--- src/tpc_pkg.sv ---
// Package for the timer/PWM counter base: register map, fields, reset values
`default_nettype none
package tpc_pkg;
   // ==========================================
   // Register word addresses (byte address = 4 * index)
   localparam logic [3:0] TPC_IDX_SC    = 4'h0;
   localparam logic [3:0] TPC_IDX_CNTH  = 4'h1;
   localparam logic [3:0] TPC_IDX_CNTL  = 4'h2;
   localparam logic [3:0] TPC_IDX_MODH  = 4'h3;
   localparam logic [3:0] TPC_IDX_MODL  = 4'h4;
   localparam int         TPC_ADR_LSB   = 2;
   localparam int         TPC_ADR_W     = 4;

   // ==========================================
   // Status/control fields
   localparam int TPC_SC_OVF  = 7;
   localparam int TPC_SC_OIE  = 6;
   localparam int TPC_SC_CAS  = 5;
   localparam int TPC_SC_CSH  = 4;
   localparam int TPC_SC_CSL  = 3;
   localparam int TPC_SC_PSH  = 2;
   localparam int TPC_SC_PSL  = 0;

   localparam logic [1:0]  TPC_CLK_NONE = 2'h0;
   localparam logic [1:0]  TPC_CLK_BUS  = 2'h1;
   localparam logic [1:0]  TPC_CLK_FIX  = 2'h2;
   localparam logic [1:0]  TPC_CLK_EXT  = 2'h3;

   localparam logic [15:0] TPC_CNT_RST  = 16'h0000;
   localparam logic [15:0] TPC_MOD_RST  = 16'h0000;
   localparam logic [15:0] TPC_MOD_ONES = 16'hffff;
   localparam logic [15:0] TPC_CNT_ONE  = 16'h0001;
   localparam logic [6:0]  TPC_PS_ONE   = 7'h01;

   // Control fields as a carrier for the counter logic
   typedef struct packed {
      logic       irq_en;
      logic       center;
      logic [1:0] clk_src;
      logic [2:0] prescale;
   } tpc_ctrl_t;
endpackage
`default_nettype wire

--- src/tpc_counter_base.sv ---
// Timer/PWM counter base: clock select, prescaler, 16-bit counter, Wishbone registers
//
// Register access over Wishbone and the register addresses were chosen for this implementation.
`default_nettype none
// Operation
// - Up mode: overflow flag sets when counter steps to zero after modulo.
// - Center mode: flag sets at modulo when the counter steps down.
// - Flag in bit 7 clears by read while set, then write zero.
// - An overflow between read and clearing write cancels the clear.
// - Writing one to the flag does nothing; reset clears it.
// - Bit 6 enables interrupt request while the flag is one.
// - Bit 5 selects center-aligned up/down counting; reset clears it.
// - Bits 4:3 select none, bus, fixed system or external clock.
// - External and fixed system clocks pass a bus-clock synchronizer.
// - Bits 2:0 divide the selected clock by two to that power.
// - Prescaler follows selection and synchronization for any source.
// - Counter bytes ignore write data; reading one freezes both until the next counter byte read.
// - Coherency latch re-arms on reset, counter write or control write.
// - Reset clears the counter to zero.
// - Debug mode stops the counter and holds the coherency latch.
// - At modulo: restart from zero, or count down in center mode.
// - Writing one modulo byte blocks flag setting until a second modulo byte write.
// - Reset loads modulo zero, making the counter free-running.
// - A write to either counter byte with byte lane 0 selected clears the counter.
// - Modulo of all ones behaves as zero, free-running.
module tpc_counter_base
   import tpc_pkg::*;
#(
   parameter int PS_W = 7
) (
   // Clock and reset
   input  wire  logic        sys_clk_i,
   input  wire  logic        reset_n_i,
   // Wishbone slave
   input  wire  logic        wb_cyc_i,
   input  wire  logic        wb_stb_i,
   input  wire  logic        wb_we_i,
   input  wire  logic [31:0] wb_adr_i,
   input  wire  logic [31:0] wb_dat_i,
   input  wire  logic [3:0]  wb_sel_i,
   output logic [31:0]       wb_dat_o,
   output logic              wb_ack_o,
   // Clock sources and debug
   input  wire  logic        fixed_system_clock_i,
   input  wire  logic        external_timer_clock_in_i,
   input  wire  logic        debug_mode_i,
   // Time base outputs
   output logic [15:0]       count_o,
   output logic              center_aligned_select_o,
   output logic              overflow_irq_o
);

   // ==========================================
   // Registers
   logic              overflow_flag_reg;
   tpc_ctrl_t         ctrl_reg;
   logic [15:0]       count_reg;
   logic              count_down_reg;
   logic [15:0]       modulo_reg;
   logic [7:0]        mod_hold_reg;
   logic              mod_pend_reg;
   logic              clr_armed_reg;
   logic              latched_reg;
   logic [15:0]       latch_val_reg;
   logic [PS_W-1:0]   ps_count_reg;
   logic [2:0]        fix_sync_reg;
   logic [2:0]        ext_sync_reg;
   logic              ack_reg;
   logic [31:0]       dat_reg;

   // ==========================================
   // Bus decode
   logic                 access;
   logic                 wr;
   logic                 rd;
   logic                 lane0;
   logic [TPC_ADR_W-1:0] idx;
   logic                 hit_sc;
   logic                 hit_cnt;
   logic                 hit_mod;

   // Single-cycle answer; ack drops for one cycle between requests
   assign access  = wb_cyc_i && wb_stb_i && !ack_reg;
   assign wr      = access && wb_we_i;
   assign rd      = access && !wb_we_i;
   assign lane0   = wb_sel_i[0];
   assign idx     = wb_adr_i[TPC_ADR_LSB +: TPC_ADR_W];
   assign hit_sc  = (idx == TPC_IDX_SC);
   assign hit_cnt = (idx == TPC_IDX_CNTH) || (idx == TPC_IDX_CNTL);
   assign hit_mod = (idx == TPC_IDX_MODH) || (idx == TPC_IDX_MODL);

   logic wr_sc;
   logic wr_cnt;
   logic rd_cnt;
   logic rd_sc;
   assign wr_sc  = wr && lane0 && hit_sc;
   assign wr_cnt = wr && lane0 && hit_cnt;
   assign rd_cnt = rd && hit_cnt;
   assign rd_sc  = rd && hit_sc;

   // ==========================================
   // Clock source synchronizers
   // synchronize slow sources
   always_ff @(posedge sys_clk_i) begin
      if (!reset_n_i) begin
         fix_sync_reg <= 3'h0;
         ext_sync_reg <= 3'h0;
      end else begin
         fix_sync_reg <= {fix_sync_reg[1:0], fixed_system_clock_i};
         ext_sync_reg <= {ext_sync_reg[1:0], external_timer_clock_in_i};
      end
   end

   logic fix_rise;
   logic ext_rise;
   assign fix_rise = fix_sync_reg[1] && !fix_sync_reg[2];
   assign ext_rise = ext_sync_reg[1] && !ext_sync_reg[2];

   logic src_tick;
   always_comb begin
      case (ctrl_reg.clk_src)
         TPC_CLK_BUS: src_tick = 1'b1;
         TPC_CLK_FIX: src_tick = fix_rise;
         TPC_CLK_EXT: src_tick = ext_rise;
         default:     src_tick = 1'b0;
      endcase
   end

   // ==========================================
   // Prescaler after selection
   logic [PS_W-1:0] ps_mask;
   logic            tick;
   assign ps_mask = PS_W'((TPC_PS_ONE << ctrl_reg.prescale) - TPC_PS_ONE);
   // divide by two to the field value
   assign tick = src_tick && !debug_mode_i && ((ps_count_reg & ps_mask) == ps_mask);

   always_ff @(posedge sys_clk_i) begin
      if (!reset_n_i) begin
         ps_count_reg <= '0;
      end else if (ctrl_reg.clk_src == TPC_CLK_NONE) begin
         ps_count_reg <= '0;
      end else if (src_tick && !debug_mode_i) begin
         ps_count_reg <= (tick) ? '0 : ps_count_reg + 1'b1;
      end
   end

   // ==========================================
   // Counter
   logic free_run;
   logic at_mod;
   logic up_wrap;
   logic ctr_turn;
   logic ovf_event;
   assign free_run = (modulo_reg == TPC_MOD_RST) || (modulo_reg == TPC_MOD_ONES);
   assign at_mod   = free_run ? (count_reg == TPC_MOD_ONES) : (count_reg == modulo_reg);
   assign up_wrap  = tick && !ctrl_reg.center && at_mod;
   assign ctr_turn = tick && ctrl_reg.center && !count_down_reg && at_mod;
   // flag at turn toward lower count
   // suppressed while a modulo byte pair is open
   assign ovf_event = (up_wrap || ctr_turn) && !mod_pend_reg;

   always_ff @(posedge sys_clk_i) begin
      if (!reset_n_i) begin
         count_reg      <= TPC_CNT_RST;
         count_down_reg <= 1'b0;
      end else if (wr_cnt) begin
         count_reg      <= TPC_CNT_RST;
         count_down_reg <= 1'b0;
      end else if (tick) begin
         if (!ctrl_reg.center) begin
            count_down_reg <= 1'b0;
            count_reg      <= at_mod ? TPC_CNT_RST : count_reg + TPC_CNT_ONE;
         end else if (!count_down_reg) begin
            count_down_reg <= at_mod;
            count_reg      <= at_mod ? count_reg - TPC_CNT_ONE : count_reg + TPC_CNT_ONE;
         end else begin
            // triangle: down to zero then up again
            count_down_reg <= (count_reg != TPC_CNT_ONE);
            count_reg      <= count_reg - TPC_CNT_ONE;
         end
      end
   end

   // ==========================================
   // Status/control and overflow flag
   always_ff @(posedge sys_clk_i) begin
      if (!reset_n_i) begin
         ctrl_reg <= '0;
      end else if (wr_sc) begin
         ctrl_reg <= tpc_ctrl_t'(wb_dat_i[TPC_SC_OIE:TPC_SC_PSL]);
      end
   end

   always_ff @(posedge sys_clk_i) begin
      if (!reset_n_i) begin
         overflow_flag_reg <= 1'b0;
         clr_armed_reg     <= 1'b0;
      end else if (ovf_event) begin
         // new overflow wins and cancels the clear sequence
         overflow_flag_reg <= 1'b1;
         clr_armed_reg     <= 1'b0;
      end else if (wr_sc) begin
         // clear needs a prior read while set
         // writing one leaves the flag alone
         if (clr_armed_reg && !wb_dat_i[TPC_SC_OVF]) begin
            overflow_flag_reg <= 1'b0;
         end
         clr_armed_reg <= 1'b0;
      end else if (rd_sc && overflow_flag_reg) begin
         clr_armed_reg <= 1'b1;
      end
   end

   // ==========================================
   // Modulo byte pairing
   always_ff @(posedge sys_clk_i) begin
      if (!reset_n_i) begin
         modulo_reg   <= TPC_MOD_RST;
         mod_hold_reg <= 8'h00;
         mod_pend_reg <= 1'b0;
      end else if (wr && lane0 && hit_mod) begin
         // first byte held, pair completes on second
         if (!mod_pend_reg) begin
            mod_hold_reg <= wb_dat_i[7:0];
            mod_pend_reg <= 1'b1;
         end else begin
            mod_pend_reg <= 1'b0;
            if (idx == TPC_IDX_MODH) begin
               modulo_reg <= {wb_dat_i[7:0], mod_hold_reg};
            end else begin
               modulo_reg <= {mod_hold_reg, wb_dat_i[7:0]};
            end
         end
      end
   end

   // ==========================================
   // Counter read coherency
   always_ff @(posedge sys_clk_i) begin
      if (!reset_n_i) begin
         latched_reg   <= 1'b0;
         latch_val_reg <= TPC_CNT_RST;
      end else if (wr_cnt || wr_sc) begin
         latched_reg <= 1'b0;
      end else if (rd_cnt && !debug_mode_i) begin
         // first read freezes both bytes, second releases
         // debug mode holds the latch state
         latched_reg <= !latched_reg;
         if (!latched_reg) begin
            latch_val_reg <= count_reg;
         end
      end
   end

   logic [15:0] cnt_view;
   assign cnt_view = latched_reg ? latch_val_reg : count_reg;

   // ==========================================
   // Read data and ack
   logic [7:0] rd_byte;
   always_comb begin
      case (idx)
         TPC_IDX_SC:   rd_byte = {overflow_flag_reg, ctrl_reg};
         TPC_IDX_CNTH: rd_byte = cnt_view[15:8];
         TPC_IDX_CNTL: rd_byte = cnt_view[7:0];
         TPC_IDX_MODH: rd_byte = modulo_reg[15:8];
         TPC_IDX_MODL: rd_byte = modulo_reg[7:0];
         default:      rd_byte = 8'h00;
      endcase
   end

   always_ff @(posedge sys_clk_i) begin
      if (!reset_n_i) begin
         ack_reg <= 1'b0;
         dat_reg <= 32'h0000_0000;
      end else begin
         ack_reg <= access;
         if (rd) begin
            dat_reg <= {24'h00_0000, rd_byte};
         end
      end
   end

   assign wb_ack_o                = ack_reg;
   assign wb_dat_o                = dat_reg;
   assign count_o                 = count_reg;
   assign center_aligned_select_o = ctrl_reg.center;
   // request while flag and enable are set
   assign overflow_irq_o          = overflow_flag_reg && ctrl_reg.irq_en;

   // ==========================================
   // Assertions
   a_wrap_sets_flag: assert property (@(posedge sys_clk_i) disable iff (!reset_n_i)
      (up_wrap && !mod_pend_reg && !wr_cnt) |=> (overflow_flag_reg && count_reg == TPC_CNT_RST))
      else $error("wrap did not set flag");
   a_turn_sets_flag: assert property (@(posedge sys_clk_i) disable iff (!reset_n_i)
      (ctr_turn && !mod_pend_reg && !wr_cnt) |=> (overflow_flag_reg && count_down_reg))
      else $error("center turn did not set flag");
   a_clear_needs_read: assert property (@(posedge sys_clk_i) disable iff (!reset_n_i)
      ($fell(overflow_flag_reg)) |-> ($past(clr_armed_reg) && $past(wr_sc)))
      else $error("flag cleared without sequence");
   a_event_beats_clear: assert property (@(posedge sys_clk_i) disable iff (!reset_n_i)
      ovf_event |=> overflow_flag_reg)
      else $error("overflow lost");
   a_irq_follows_flag: assert property (@(posedge sys_clk_i) disable iff (!reset_n_i)
      overflow_irq_o == (overflow_flag_reg && ctrl_reg.irq_en))
      else $error("irq mismatch");
   a_no_clock_hold: assert property (@(posedge sys_clk_i) disable iff (!reset_n_i)
      (ctrl_reg.clk_src == TPC_CLK_NONE && !wr_cnt && $past(ctrl_reg.clk_src) == TPC_CLK_NONE)
      |=> $stable(count_reg))
      else $error("counter moved with no clock");
   a_cnt_write_clear: assert property (@(posedge sys_clk_i) disable iff (!reset_n_i)
      wr_cnt |=> (count_reg == TPC_CNT_RST))
      else $error("counter write did not clear");
   a_debug_freeze: assert property (@(posedge sys_clk_i) disable iff (!reset_n_i)
      (debug_mode_i && !wr_cnt && !wr_sc) |=> ($stable(count_reg) && $stable(latched_reg)))
      else $error("debug did not freeze");
   a_mod_pend_block: assert property (@(posedge sys_clk_i) disable iff (!reset_n_i)
      (mod_pend_reg && !ovf_event && !wr_sc && !overflow_flag_reg) |=> !overflow_flag_reg)
      else $error("flag set during modulo pair");

endmodule
`default_nettype wire

--- config.mk ---
export PLATFORM = sky130hd
export DESIGN_NAME = tpc_counter_base
export DESIGN_NICKNAME = d
export VERILOG_FILES = /design/src/tpc_pkg.sv /design/src/tpc_counter_base.sv
export SDC_FILE = /design/constraint.sdc
export NUM_CORES = 1
export LEC_CHECK = 0
export ABC_CLOCK_PERIOD_IN_PS = 2760
export BUFFER_PORTS_ARGS = -buffer_cell sky130_fd_sc_hd__buf_4
export CORE_AREA = 2 2 110 112
export CTS_CLUSTER_DIAMETER = 40
export DETAILED_ROUTE_END_ITERATION = 10
export DIE_AREA = 0 0 112 114
export PLACE_DENSITY = 0.74
export SETUP_SLACK_MARGIN = 0.1
export SLEW_MARGIN = 25
export SYNTH_ARGS = -nofsm -noshare
export SYNTH_HDL_FRONTEND = slang
export SYNTH_SLANG_ARGS = --single-unit
--- constraint.sdc ---
create_clock -name sys_clk_i -period 2.76 [get_ports sys_clk_i]
set_input_delay 0.276 -clock sys_clk_i [delete_from_list [all_inputs] [get_ports sys_clk_i]]
set_output_delay 0.276 -clock sys_clk_i [all_outputs]
set_load 0.01 [all_outputs]
Word-level counts from Yosys, hierarchy flattened
Index checks and enable logic that the tools add are counted.
W data, S select, Z words.
{ "totals": {"ff_bits": 90, "in_bits": 76, "output_inout_bits": 51} }
{ "op_classes": {"n_addsub": 4, "n_eq_ne": 12, "shift": 1, "muxes": 16, "n_bitwise": 4, "n_reduce_logical": 52} }
{ "op_table": {"columns": ["operator", "count"], "rows": [
  ["$mux W16", 6],
  ["$pmux W8 S5", 1],
  ["$eq A16 B16 Y1 const B", 2],
  ["$logic_and A1 B1 Y1", 24],
  ["$add A16 B1 Y16 const B", 1],
  ["$eq A16 B16 Y1", 1],
  ["$logic_not A16 Y1", 1],
  ["$ne A16 B1 Y1 const B", 1],
  ["$sub A16 B1 Y16 const B", 1],
  ["$logic_not A1 Y1", 10],
  ["$eq A4 B2 Y1 const B", 2],
  ["$reduce_and A2 Y1", 4],
  ["$add A7 B1 Y7 const B", 1],
  ["$and A7 B7 Y7", 1],
  ["$eq A7 B7 Y1", 1],
  ["$mux W1", 7],
  ["$mux W7", 1],
  ["$shl A1 B3 Y7 const A", 1],
  ["$sub A7 B1 Y7 const B", 1],
  ["$reduce_or A2 Y1", 3],
  ["$logic_or A1 B1 Y1", 5],
  ["$eq A2 B2 Y1 const B", 2],
  ["$eq A4 B1 Y1 const B", 1],
  ["$eq A4 B3 Y1 const B", 1],
  ["7 further kinds", 10]
]} }

Longest topological paths before layout
{ "logic_depth": {"depth_word": 12, "depth_mapped": 14} }

Worst setup path before layout
No wires, ideal clock.
{ "synth_path": {"kind": "reg2reg", "from": "register ctrl_reg[0] (netlist name)", "to": "register count_reg[1] (netlist: count_o[1])", "arrival_time_ns": 2.934, "required_time_ns": 2.665, "slack_ns": -0.270, "path_stages_with_launch": 11, "n_path_buf": 3, "period_less_slack_ns": 3.030, "cell_sequence": "dfxtp_1 -> clkbuf_1 -> or3_1 -> ha_1 -> or4b_2 -> a31oi_1 -> or3_1 -> clkbuf_1 -> clkbuf_1 -> a31oi_1 -> a221oi_1"} }
{ "synth_between": {"elab_chain_len": 5} }
{ "synth_rtl": {"columns": ["item", "line_no", "text"], "rows": [
  ["from (decl)", "tpc_counter_base.sv:56", "tpc_ctrl_t ctrl_reg;"],
  ["from (signal assigned)", "tpc_counter_base.sv:190", "ctrl_reg <= tpc_ctrl_t'(wb_dat_i[TPC_SC_OIE:TPC_SC_PSL]);"],
  ["$shl A1 B3 Y7 (*)", "tpc_counter_base.sv:133", "assign ps_mask = PS_W'((TPC_PS_ONE << ctrl_reg.prescale) - TPC_PS_ONE);"],
  ["$sub A7 B1 Y7 (*)", "tpc_counter_base.sv:133", null],
  ["$and A7 B7 Y7", "tpc_counter_base.sv:135", "assign tick = src_tick && !debug_mode_i && ((ps_count_reg & ps_mask) == ps_mask);"],
  ["$eq A7 B7 Y1 (*)", "tpc_counter_base.sv:135", null],
  ["$logic_and A1 B1 Y1 (*)", "tpc_counter_base.sv:135", null],
  ["to (signal assigned)", "tpc_counter_base.sv:172", "count_reg <= at_mod ? TPC_CNT_RST : count_reg + TPC_CNT_ONE;"],
  ["to (signal assigned)", "tpc_counter_base.sv:175", "count_reg <= at_mod ? count_reg - TPC_CNT_ONE : count_reg + TPC_CNT_ONE;"],
  ["to (signal assigned)", "tpc_counter_base.sv:179", "count_reg <= count_reg - TPC_CNT_ONE;"],
  ["to (decl)", "tpc_counter_base.sv:57", "logic [15:0] count_reg;"]
]} }
Every way passes the cells marked *; elsewhere a longest branch is shown, timed or not.
A chain may end at the register's enable or synchronous reset.

Final worst setup path
{ "layout_path": {"from": "register modulo_reg[10]", "to": "register count_reg[2] (netlist: count_o[2])"} }
{ "layout_between": {"elab_chain_len": 6, "word_cells_on_any_way": 9, "classes_between": "eq/ne (2); mux (5); reduce/logical (2)"} }
{ "layout_rtl": {"columns": ["item", "line_no", "text"], "rows": [
  ["from (decl)", "tpc_counter_base.sv:59", "logic [15:0] modulo_reg;"],
  ["from (signal assigned)", "tpc_counter_base.sv:229", "modulo_reg <= {wb_dat_i[7:0], mod_hold_reg};"],
  ["from (signal assigned)", "tpc_counter_base.sv:231", "modulo_reg <= {mod_hold_reg, wb_dat_i[7:0]};"],
  ["$eq A16 B16 Y1 / $logic_not A16 Y1 (equally long branches)", "tpc_counter_base.sv:154", "assign free_run = (modulo_reg == TPC_MOD_RST) || (modulo_reg == TPC_MOD_ONES);"],
  ["$logic_or A1 B1 Y1", "tpc_counter_base.sv:154", null],
  ["$mux W1 (*)", "tpc_counter_base.sv:155", "assign at_mod = free_run ? (count_reg == TPC_MOD_ONES) : (count_reg == modulo_reg);"],
  ["$mux W16", "tpc_counter_base.sv:175", null],
  ["$mux W16", "tpc_counter_base.sv:173", "end else if (!count_down_reg) begin"],
  ["$mux W16 (*)", "tpc_counter_base.sv:170", "if (!ctrl_reg.center) begin"]
]} }
Marked as above.

==> run metrics <==
ranking of synthesized cells by area=dfxtp_1, mux2i_1, nand2_1; largest net degree at the start of global routing=51; Max Cap Violations=0; peak per-stage delay on the critical path=0.39 ns; clock skew=0.0105 ns; Post-synth top flop=dfxtp_1; design area=7260 um^2; Slew Viols, Final=0; Final min period=~2.7 ns; Crit. End Element=register; TritonCTS Buffers=9; first-pass GRT wire length=27.7 mm; Netlist cell types=65; post-synthesis xor/xnor area fraction=0.0358; Residual DRC=0; gp weighted congestion=0.924; startpoint types=register; Final Worst Setup Slack=0.0289 ns; sequential element share of the synthesized area=0.320; leading cell type in the layout, fill and taps excluded=buf_4; Worst Max-Slew Pin Slew=about 1.0 ns; Num Clock Sinks=90; Peak VDD IR=approximately 250 uV; yosys warns=0; data required time of the worst path=a little under 3 ns; Post-synth EDFFs=0; via count=just under 6000; RSZ-0062 raised after global routing=true; most frequent cells in the layout=buf_4, nand2_1, dfxtp_1, nor2_1, mux2i_1; met2 usage=0.459; crit path kind=register to register; Reg2Reg Capture Point=count_o[2]$_SDFFE_PP0N_; Min-Delay Path Class=primary input to register; FF-to-FF Start=modulo_reg[10]$_SDFFE_PN0P_; CTS tree=built; post-synthesis mux area share=0.0856; final worst path period share=0.990; layout cells sized above 1=0.295; largest fanout on the critical path=6; adder-cell share of the synthesized area=0.0111; post-synth top area cell=dfxtp_1; Final ANT Viol Nets=0; I/O Buffers=47; Via density=a little over 6; Mapped Area=5630 um^2; Post-DP Area=roughly 6400 um^2; P_leak=about 2.9 nW; simple-gate share of the synthesized area=0.261; met1 Use GR=0.354; area grow syn2layout=29.1%; total global-route track usage=0.271; Synth Area in Compound Gates=0.206; Placement Rows=40; htree depth=3; worst path arrival time=a little under 3 ns; Mapped Cells=~700; GR Util met3=0.0420; Core Box Area=11700 um^2; Die W=112 um; syn avg cell area=between 8 and 9 um^2; setup slack at placement=-0.261 ns; initial core utilization=0.480; WL final=about 18 mm; PwrDens=359 nW/um^2; DPL Wire Length=12.3 mm; vias in the first global route=about 5300; CP most frequent cell=buf_4; slowest stage cell, crit path=dfxtp_4; final net count=883; status=finished clean; Yosys reg bits=90; hold path start=fixed_system_clock_i; worst-path cell chain=nand4_1, nor4_4, buf_4, buf_4, nor4_1, o21ai_1, a22oi_2, buf_4, a21oi_4, mux2i_1, xor2_1, o22ai_1; cts hold-fix bufs=0; n_diodes=0; Congestion Overflow GR=0; clk slew on worst S/H paths=0.07 ns; final hold violation count=0; DIE AREA=12800 um^2; Worst R2R Setup Slack=about 0.029 ns; initial DRC count=slightly below 800; r2r worst-path depth=12; main combinational cell family by area after synthesis=simple AND/OR/NAND/NOR gates; fmax=366 MHz; final setup fails=0; Ports=127; insertion delay to the later sink of the worst-skew pair=0.35 ns; initial antenna violation count=0; Synth async-reset ratio=0; clk buf depth=2; hold path depth=2; WHS=0.139 ns; root buf cell=clkbuf_16; busiest layer in global routing=met2; Pre-antenna DRT Iters=6; Slew headroom=0.311; DR WL/cell=18.8 um; hold path endpoint=fix_sync_reg[0]$_SDFF_PN0_; Die H=114 um; post-synth top area share=0.320
## what timing repair did
| action | 4_1_cts | 5_1_grt |
|---|---|---|
| resized for setup | 40 | 48 |
| setup endpoints to repair | 16 | 19 |
| pin swaps | 10 | 23 |
| setup buffers | 14 | 13 |
| gates cloned | 1 | 1 |
## power by group
group / internal [mW] / switching [mW] / leakage [nW]
registers: 1.30 / 0.00467 / 0.733
clock network: 0.612 / 0.534 / 0.122
logic: 0.0614 / 0.0965 / 2.03
## synth_stat cells (3+ instances only)
cell       count
a211oi_1       3
a21boi_0      23
a21oi_1       41
a221oi_1       6
a222oi_1       9
a22oi_1        4
a31oi_1        7
and2_1        22
and3_1         7
buf_1          3
buf_4         24
buf_6          3
clkbuf_1      44
dfxtp_1       90
ha_1           5
inv_1         10
mux2_2         9
mux2i_1       38
nand2_1       98
nand2b_1       4
nand3_1       16
nand3b_1       8
nand4_1       11
nor2_1        41
nor2b_1       22
nor3_1        13
nor4_1        16
o2111ai_1      3
o211a_1       16
o211ai_1       3
o21ai_0       19
o22ai_1        5
o31ai_1        5
or3_1          4
or4_1          5
xnor2_1       18
xor2_1         5
## worst max-delay path by stage
stage | start | endpoint | slack, ns | cells past startpoint
floorplan | ctrl_reg[0]$_SDFFE_PN0P_ | count_o[7]$_SDFFE_PP0N_ | 0.12 | 11
global placement | ctrl_reg[2]$_SDFFE_PN0P_ | count_o[14]$_SDFFE_PP0N_ | -0.16 | 12
detailed placement | ctrl_reg[2]$_SDFFE_PN0P_ | count_o[14]$_SDFFE_PP0N_ | -0.26 | 12
CTS | ctrl_reg[2]$_SDFFE_PN0P_ | count_o[7]$_SDFFE_PP0N_ | 0.02 | 10
global route | ctrl_reg[2]$_SDFFE_PN0P_ | count_o[7]$_SDFFE_PP0N_ | -0.08 | 10
finish | modulo_reg[10]$_SDFFE_PN0P_ | count_o[2]$_SDFFE_PP0N_ | 0.03 | 12
## worst max-delay path: cells and delay by family (launching register included)
| family | cells | cell delay, ns |
|---|---|---|
| mux | 1 | 0.25 |
| xor+xnor | 1 | 0.21 |
| flops | 1 | 0.39 |
| buf+inv | 3 | 0.43 |
| simple gates | 3 | 0.58 |
| compound gates | 4 | 0.72 |
## routing by layer
layer,vias to the layer above,wire length (um)
met2,329,8620
met5,-,0
met3,61,1510
met1,2769,7190
li1,2682,-
met4,0,577
## stage by stage
| step | power [mW] | utilization | instances | TNS [ns] |
|---|---|---|---|---|
| after floorplan | 1.45 | - | 720 | 0 |
| after global placement | 1.48 | 0.549 | 909 | -1.05 |
| after detailed placement | 1.49 | 0.549 | 909 | -1.83 |
| after CTS | 2.62 | 0.594 | 939 | 0 |
| after global routing | 2.69 | 0.620 | 953 | -0.373 |
| final | 2.61 | 0.620 | 953 | 0 |
## cell type report
type | count | area, um^2
Tap cell | 147 | 184
Inverter | 10 | 37.5
Clock inverter | 5 | 40.0
Timing Repair Buffer | 146 | 1160
Clock buffer | 10 | 229
Sequential cell | 90 | 1820
Multi-Input combinational cell | 545 | 3790
Fill cell | 989 | 4450
## logic make-up (layout without fill, tap and decap cells)
group                      Yosys count  in the layout
DFF                                 90             90
buffers and inverters               86            171
adders and majority gates            5              5
and+or+nand+nor                    284            284
xor gates and xnor gates            23             23
muxes                               47             47
AOI/OAI and AO/OA                  161            162
other                                1             24
Power figures use the tool's default switching activity.
